`config.mk`:
```
export PLATFORM = sky130hd
export DESIGN_NAME = gorc_top
export DESIGN_NICKNAME = d
export VERILOG_FILES = /design/src/hdl/gorc_pkg.sv /design/src/hdl/gorc_osc_if.sv /design/src/hdl/gorc_divider.sv /design/src/hdl/gorc_top.sv
export VERILOG_INCLUDE_DIRS = /design/src /design/src/hdl
export SDC_FILE = /design/constraint.sdc
export NUM_CORES = 1
export LEC_CHECK = 0
export ABC_AREA = 1
export BUFFER_PORTS_ARGS = -buffer_cell sky130_fd_sc_hd__buf_2
export CAP_MARGIN = 20
export CORE_MARGIN = 5
export CORE_UTILIZATION = 47
export CTS_CLUSTER_SIZE = 20
export DETAILED_ROUTE_END_ITERATION = 6
export PLACE_DENSITY = 0.78
export SLEW_MARGIN = 10
export SYNTH_ARGS = -nofsm -noshare
export SYNTH_HDL_FRONTEND = slang
export SYNTH_SLANG_ARGS = --single-unit
export TNS_END_PERCENT = 50
```
`constraint.sdc`:
```
create_clock -name i_clk -period 1.46 [get_ports i_clk]
set_clock_uncertainty 0.2 [all_clocks]
set_input_delay 0.146 -clock i_clk [delete_from_list [all_inputs] [get_ports i_clk]]
set_output_delay 0.146 -clock i_clk [all_outputs]
set_load 0.005 [all_outputs]
```
`src/hdl/gorc_cfg.svh`:
```
// Constants for the global oscillator, reset and power-down controller
`ifndef GORC_CFG_SVH
`define GORC_CFG_SVH
`define GORC_OSC_HZ 8000000
`define GORC_TAP0 4
`define GORC_TAP1 9
`define GORC_TAP2 14
`define GORC_TAP3 19
`define GORC_DIV_W 20
`define GORC_POR_CYCLES 64
`define GORC_CLR_CYCLES 32
`define GORC_CFGCLK_HALF 4
`endif

```
`src/hdl/gorc_pkg.sv`:
```
// Types for the global oscillator, reset and power-down controller
package gorc_pkg;
    typedef enum logic [2:0] {
        ST_POR, ST_CLEAR, ST_CONFIG, ST_USER, ST_PDOWN
    } gorc_state_type;
endpackage : gorc_pkg

```
`src/hdl/gorc_osc_if.sv`:
```
// Oscillator signals passed between the controller and the divider
interface gorc_osc_if;
    logic run;
    logic [3:0] taps;
    modport ctrl (output run, input taps);
    modport div (input run, output taps);
endinterface : gorc_osc_if

```
`src/hdl/gorc_divider.sv`:
```
// Oscillator divider with resynchronized taps
`include "gorc_cfg.svh"
module gorc_divider #(
    parameter int DIV_W = `GORC_DIV_W
) (
    input wire logic i_clk,     // Oscillator clock
    input wire logic i_sys_rst, // Sync reset
    gorc_osc_if.div osc         // Run request and taps
);
    localparam int TAP_POS [4] = '{`GORC_TAP0, `GORC_TAP1, `GORC_TAP2, `GORC_TAP3};
    initial begin
        if (DIV_W <= `GORC_TAP3) $error("divider too narrow for highest tap");
    end
    logic [DIV_W-1:0] cnt_q;
    // Counter clears to zero while the oscillator is stopped
    always_ff @(posedge i_clk) begin
        if (i_sys_rst || !osc.run) begin
            cnt_q <= '0;
        end else begin
            cnt_q <= cnt_q + 1'b1;
        end
    end
    // Retime each tap so user logic sees glitch-free edges
    genvar g;
    generate
        for (g = 0; g < 4; g++) begin : g_tap
            always_ff @(posedge i_clk) begin
                if (i_sys_rst) begin
                    osc.taps[g] <= 1'b0;
                end else begin
                    osc.taps[g] <= cnt_q[TAP_POS[g]];
                end
            end
        end
    endgenerate
endmodule : gorc_divider

```
`src/hdl/gorc_top.sv`:
```
// Global oscillator, set/reset, three-state and power-down controller
`include "gorc_cfg.svh"
module gorc_top #(
    parameter int NFF = 8,  // Number of user storage bits served
    parameter int NIN = 8,  // Number of user inputs
    parameter int NOUT = 8  // Number of user outputs
) (
    input wire logic i_clk,                // Oscillator clock, 8 MHz nominal
    input wire logic i_sys_rst,            // Power-on reset, active high
    input wire logic i_power_down_pin_n,   // Low requests power-down
    input wire logic i_reconfig,           // Restart configuration pulse
    input wire logic i_master_mode,        // Master configuration mode
    input wire logic i_cfg_done,           // Configuration loading finished
    input wire logic i_osc_used,           // Oscillator primitive instantiated
    input wire logic [1:0] i_sel_a,        // First tap select
    input wire logic [1:0] i_sel_b,        // Second tap select
    input wire logic i_grst_pin,           // Reset pin source
    input wire logic i_grst_node,          // Reset internal source
    input wire logic i_grst_use_node,      // Select internal source
    input wire logic i_grst_invert,        // Invert reset sense
    input wire logic i_gtri_pin,           // Three-state pin source
    input wire logic i_gtri_node,          // Three-state internal source
    input wire logic i_gtri_use_node,      // Select internal source
    input wire logic i_gtri_invert,        // Invert three-state sense
    input wire logic i_extest,             // Boundary scan external test active
    input wire logic [NFF-1:0] i_ff_set,   // 1: storage bit set-type
    input wire logic [NFF-1:0] i_ff_d,     // Storage bit data
    input wire logic [NIN-1:0] i_user_in,  // User inputs
    input wire logic [NOUT-1:0] i_out_en,  // User output enables
    output logic [NFF-1:0] o_ff_q,         // Storage bit values
    output logic [NIN-1:0] o_in_gated,     // Inputs as seen by core
    output logic [NOUT-1:0] o_out_oe,      // Effective output enables
    output logic o_global_set_reset,       // Global reset active
    output logic o_osc_out,                // Oscillator enable seen by user
    output logic o_tap_a,                  // Selected tap A
    output logic o_tap_b,                  // Selected tap B
    output logic o_configuration_clock,    // Master mode config clock
    output logic o_cfg_active,             // Configuring
    output logic o_init_valid,             // Initialization status valid
    output logic o_user_mode,              // Device in user operation
    output logic o_power_down              // Power-down state
);
    initial begin
        if (NFF < 1 || NIN < 1 || NOUT < 1) $error("widths must be at least one");
    end

    gorc_pkg::gorc_state_type state_q;
    logic [6:0] cnt_q;
    logic [2:0] cfgclk_cnt_q;
    logic cfg_started_q;
    logic pd;
    logic grst_src;
    logic gtri_src;
    logic grst_act;
    gorc_osc_if osc ();

    gorc_divider u_div (
        .i_clk(i_clk),
        .i_sys_rst(i_sys_rst),
        .osc(osc)
    );

    // Source selection with optional inversion
    function automatic logic pick_src(input logic pin, input logic node,
                                      input logic use_node, input logic inv);
        pick_src = (use_node ? node : pin) ^ inv;
    endfunction : pick_src

    function automatic logic tap_of(input logic [3:0] taps, input logic [1:0] sel);
        tap_of = taps[sel];
    endfunction : tap_of

    assign pd = !i_power_down_pin_n;
    assign grst_src = pick_src(i_grst_pin, i_grst_node, i_grst_use_node, i_grst_invert);
    assign gtri_src = pick_src(i_gtri_pin, i_gtri_node, i_gtri_use_node, i_gtri_invert);
    // Reset held at power-up, reconfiguration and on user request
    assign grst_act = (state_q != gorc_pkg::ST_USER) || grst_src;

    // Oscillator runs outside user mode, and in user mode only if used
    assign osc.run = (state_q != gorc_pkg::ST_USER) || i_osc_used;

    // Sequencer: timeout, memory clear, configuration, user, power-down
    always_ff @(posedge i_clk) begin
        if (i_sys_rst) begin
            state_q <= gorc_pkg::ST_POR;
            cnt_q <= 7'h00;
            cfg_started_q <= 1'b0;
        end else if (pd) begin
            state_q <= gorc_pkg::ST_PDOWN;
            cnt_q <= 7'h00;
        end else begin
            case (state_q)
                gorc_pkg::ST_POR: begin
                    cnt_q <= cnt_q + 7'h01;
                    if (cnt_q == 7'(`GORC_POR_CYCLES - 1)) begin
                        state_q <= gorc_pkg::ST_CLEAR;
                        cnt_q <= 7'h00;
                    end
                end
                gorc_pkg::ST_CLEAR: begin
                    cnt_q <= cnt_q + 7'h01;
                    if (cnt_q == 7'(`GORC_CLR_CYCLES - 1)) begin
                        state_q <= gorc_pkg::ST_CONFIG;
                        cfg_started_q <= 1'b1;
                    end
                end
                gorc_pkg::ST_CONFIG: begin
                    if (i_cfg_done) begin
                        state_q <= gorc_pkg::ST_USER;
                    end
                end
                gorc_pkg::ST_USER: begin
                    if (i_reconfig) begin
                        state_q <= gorc_pkg::ST_CLEAR;
                        // A stale done level must not let power-down skip the reload
                        cfg_started_q <= 1'b0;
                        cnt_q <= 7'h00;
                    end
                end
                gorc_pkg::ST_PDOWN: begin
                    // Leave only when the pin returned high; configuration kept if loaded
                    if (cfg_started_q && i_cfg_done) begin
                        state_q <= gorc_pkg::ST_USER;
                    end else begin
                        state_q <= gorc_pkg::ST_POR;
                        cfg_started_q <= 1'b0;
                    end
                end
                default: state_q <= gorc_pkg::ST_POR;
            endcase
        end
    end

    // Master configuration clock: divided oscillator, only while configuring
    always_ff @(posedge i_clk) begin
        if (i_sys_rst || state_q != gorc_pkg::ST_CONFIG || !i_master_mode) begin
            cfgclk_cnt_q <= 3'h0;
            o_configuration_clock <= 1'b0;
        end else if (cfgclk_cnt_q == 3'(`GORC_CFGCLK_HALF - 1)) begin
            cfgclk_cnt_q <= 3'h0;
            o_configuration_clock <= !o_configuration_clock;
        end else begin
            cfgclk_cnt_q <= cfgclk_cnt_q + 3'h1;
        end
    end

    // User storage: global reset uses each bit's own set/reset polarity
    always_ff @(posedge i_clk) begin
        if (i_sys_rst) begin
            o_ff_q <= '0;
        end else if (grst_act || pd) begin
            o_ff_q <= i_ff_set;
        end else begin
            o_ff_q <= i_ff_d;
        end
    end

    // Inputs read low in power-down; output drivers float under three-state unless external test is active
    always_ff @(posedge i_clk) begin
        if (i_sys_rst) begin
            o_in_gated <= '0;
            o_out_oe <= '0;
        end else begin
            o_in_gated <= pd ? '0 : i_user_in;
            o_out_oe <= (gtri_src && !i_extest) ? '0 : i_out_en;
        end
    end

    // Status outputs
    always_ff @(posedge i_clk) begin
        if (i_sys_rst) begin
            o_global_set_reset <= 1'b1;
            o_osc_out <= 1'b1;
            o_tap_a <= 1'b0;
            o_tap_b <= 1'b0;
            o_cfg_active <= 1'b0;
            o_init_valid <= 1'b0;
            o_user_mode <= 1'b0;
            o_power_down <= 1'b0;
        end else begin
            o_global_set_reset <= grst_act || pd;
            o_osc_out <= osc.run;
            o_tap_a <= tap_of(osc.taps, i_sel_a);
            o_tap_b <= tap_of(osc.taps, i_sel_b);
            o_cfg_active <= (state_q == gorc_pkg::ST_CONFIG) && !pd;
            // Status is meaningless while power-down interrupts configuration
            o_init_valid <= !pd && (state_q != gorc_pkg::ST_PDOWN);
            o_user_mode <= (state_q == gorc_pkg::ST_USER) && !pd;
            o_power_down <= pd;
        end
    end
endmodule : gorc_top

```
==> results.sh <==
export IMPL_io_buffers=84
export IMPL_maxCapViolCount=0
export IMPL_rsz0062_at_grt="yes"
export IMPL_worstMarginPinSlew_ns=0.761
export IMPL_cp_required_ns=1.55
export IMPL_rows=29
export IMPL_timing_fmax_mhz=599
export IMPL_synth_nets=485
export IMPL_ys_types=34
export IMPL_vias_per_cell=5.76
export IMPL_cts_root_buf="clkbuf_8"
export IMPL_cts_tree="done"
export IMPL_vias=3949
export IMPL_finalHoldViolations=0
export IMPL_syn_area_per_cell_um2=7.17
export IMPL_grt_pass1_vias=3462
export IMPL_drt_iter0_markers=548
export IMPL_numCtsBuffers=9
export IMPL_slew_violations=0
export IMPL_arrival_ns=1.76
export IMPL_violations="negative setup slack"
export IMPL_route_detailed_drc=0
export IMPL_synth_area_mm2=0.00308
export IMPL_max_slew_margin_pct=49.0
export IMPL_p_sw_mw=1.20
export IMPL_yosys_area_top_type="dfxtp_1"
export IMPL_ys_seq_area_share_pct=46.2
export IMPL_switching_share_pct=27.0
export IMPL_dp_hpwl_um=5300
export IMPL_p_leak_nw=2.25
export IMPL_hp_class="in2reg"
export IMPL_fin_crit_ns=1.67
export IMPL_ys_ff_latch=71
export IMPL_synth_area_top_cells="dfxtp_1 (46%), nand2_1 (11%), nor2_1 (10%), inv_1 (8.1%), a21oi_1 (4.7%)"
export IMPL_htreeDepth=3
export IMPL_start_util_pct=48.4
export IMPL_peakVddDrop_v=0.000995
export IMPL_stdcell_area_mm2=0.00491
export IMPL_dp_slack_ns=-0.0896
export IMPL_cts_sinks=71
export IMPL_power_mw=4.44
export IMPL_comb_power_share_pct=13.3
export IMPL_antennaDiodeCount=0
export IMPL_min_period_over_period_pct=114
export IMPL_power_frac_seq_pct=45.5
export IMPL_critPathMaxFanout=4
export IMPL_fill_cells=312
export IMPL_gp_congestion=0.927
export IMPL_dpl_cell_area_mm2=0.00375
export IMPL_areaGrowthSynthToFinish_pct=59.7
export IMPL_clk_pin_slew_ns=0.10
export IMPL_grt_pass1_wl_um=16800
export IMPL_multi_input_area_mm2=0.00159
export IMPL_first_pass_iters=7
export IMPL_antenna_found_initial=0
export IMPL_postRouteAntennaNets=0
export IMPL_endpoint_kind="flip-flop"
export IMPL_die_height_um=90.9
export IMPL_clock_path_buffers=2
export IMPL_clk_latency_ns=0.36
export IMPL_core_mm2=0.00635
export IMPL_nets=659
export IMPL_setup_viol=29
export IMPL_ys_warnings_count=0
export IMPL_seq_area_mm2=0.00146
export IMPL_dieWidth_um=90.9
export IMPL_die_area_mm2=0.00826
export IMPL_p_int_mw=3.24
export IMPL_postLayoutCoreUtil_pct=77.3
export IMPL_synthCells=429
export IMPL_routed_wirelength_um=13700
export IMPL_grt_usage_pct=25.0
export IMPL_powerDensity_mw_per_mm2=904
export IMPL_grt_max_degree=21
export IMPL_synth_top_cell_area_share_pct=46.2
export IMPL_postLayoutSetupSlackWorst_ns=-0.210
export IMPL_clkPwrFrac_pct=41.2
export IMPL_crit_type="reg2reg"
export IMPL_wl_per_cell_um=20.0
export IMPL_overflow=0
export IMPL_layout_drive_gt1_share_pct=38.5
export IMPL_pin_count=85
export IMPL_run_status="finished with violations"
export IMPL_cp_start_kind="flip-flop"
## cells by family (layout without fill, tap and decap cells)
logic type | count (synthesis) | in the layout | share of synthesized area [%]
compound gates | 48 | 48 | 8.42
xor+xnor | 7 | 7 | 2.24
buf+inv | 77 | 256 | 10.4
flops | 71 | 71 | 46.2
simple gates | 222 | 222 | 31.1
fa+ha+maj | 4 | 4 | 1.63
## cells in the mapped netlist (all sizes together)
cell type  instances
clkbuf             1
xor2               4
or2                3
ha                 4
nor2b              1
nor3b              2
nand3             20
nor3               4
nand3b             2
or3                1
nand4              7
dfxtp             71
a211oi             1
inv               68
a21oi             29
nand2             93
nor2              89
o211ai             2
buf                8
xnor2              3
o21ai             16
## power by group through the flow
stage	Clock, mW	Sequential (mW)	Combinational [mW]
finish	1.83	2.02	0.590
floorplan	0	2.06	0.177
global route	1.91	2.02	0.625
detailed placement	0	2.06	0.352
global placement	0	2.06	0.345
CTS	1.78	2.01	0.453
## stage by stage
| stage | TNS [ns] | std cells | hold WS, ns |
|---|---|---|---|
| 6_report | -1.82 | 685 | 0.0798 |
| 5_1_grt | -3.46 | 685 | 0.0792 |
| 4_1_cts | -0.00763 | 670 | 0.00189 |
| 3_5_place_dp | -1.10 | 609 | 0.160 |
| 3_3_place_gp | -0.374 | 609 | 0.149 |
| 2_1_floorplan | 0 | 429 | 0.0184 |
## worst paths after layout
kind / end / cells after the start / slack, ns / start
setup / recovery: state_q[0] / 8 / -0.21 / cnt_q[4]
hold / removal: cnt_q[5] / 4 / 0.08 / i_sys_rst
setup reg to reg: state_q[0] / 8 / -0.21 / cnt_q[4]
hold reg to reg: cfgclk_cnt_q[0] / 1 / 0.23 / cfgclk_cnt_q[0]
## sequential cells by signal, indices dropped and copies added (netlist names), 3 cells and up
name            cells
u_div.cnt_q        20
state_q             3
u_div.osc.taps      4
cfgclk_cnt_q        3
cnt_q               7
o_out_oe            8
o_ff_q              8
o_in_gated          8
## per-layer routing
| layer | routed length [um] | part of all wire [%] | global-route usage (%) |
|---|---|---|---|
| met2 | 6340 | 46 | 43.2 |
| met5 | 0 | 0 | 0 |
| met1 | 4590 | 34 | 28.3 |
| met3 | 1600 | 12 | 7.08 |
| met4 | 1140 | 8.3 | 11.4 |
## cell usage in the layout, fill, tap and decap left out, types with 3 or more instances in the layout
cell type and count:
a21oi_2 8, nor2_4 8, buf_6 8, xor2_1 4, nor2_2 16, dfxtp_1 53
buf_2 84, nand3_2 5, inv_2 4, o21ai_1 5, inv_1 61, dlygate4sd3_1 43
a21oi_1 21, clkbuf_8 9, nand2_1 82, buf_4 32, nor2_1 64, nand2_2 9
dfxtp_2 13, o21ai_2 3, nand3_1 14, nand4_1 7, dfxtp_4 5, o21ai_0 7
## final cells by class
class                   count  area share, %
multi-input cells         281           32.4
repair buffers            172           26.1
inverters                  68           5.40
clock buffers              10           2.60
clock inverters             6           1.89
flip-flops and latches     71           29.7
well taps                  77           1.96
## critical path: stages, from the launching register on
cell,delay (ns)
dfxtp_1,0.46
nand2_1,0.17
nor2_1,0.12
nand2_1,0.10
nand2_1,0.14
nand2_2,0.09
nor2_1,0.16
nor2_1,0.07
nor2_1,0.09
## timing repair
| item | 4_1_cts | 5_1_grt |
|---|---|---|
| endpoints found under the hold margin | 40 | 0 |
| hold buffers | 44 | 0 |
| buffers inserted | 1 | 12 |
| gates resized for setup | 25 | 90 |
| endpoints found under the setup margin | 31 | 43 |
| cloned | 0 | 3 |
| pin swaps | 3 | 33 |
(Power assumes the default switching activity.)
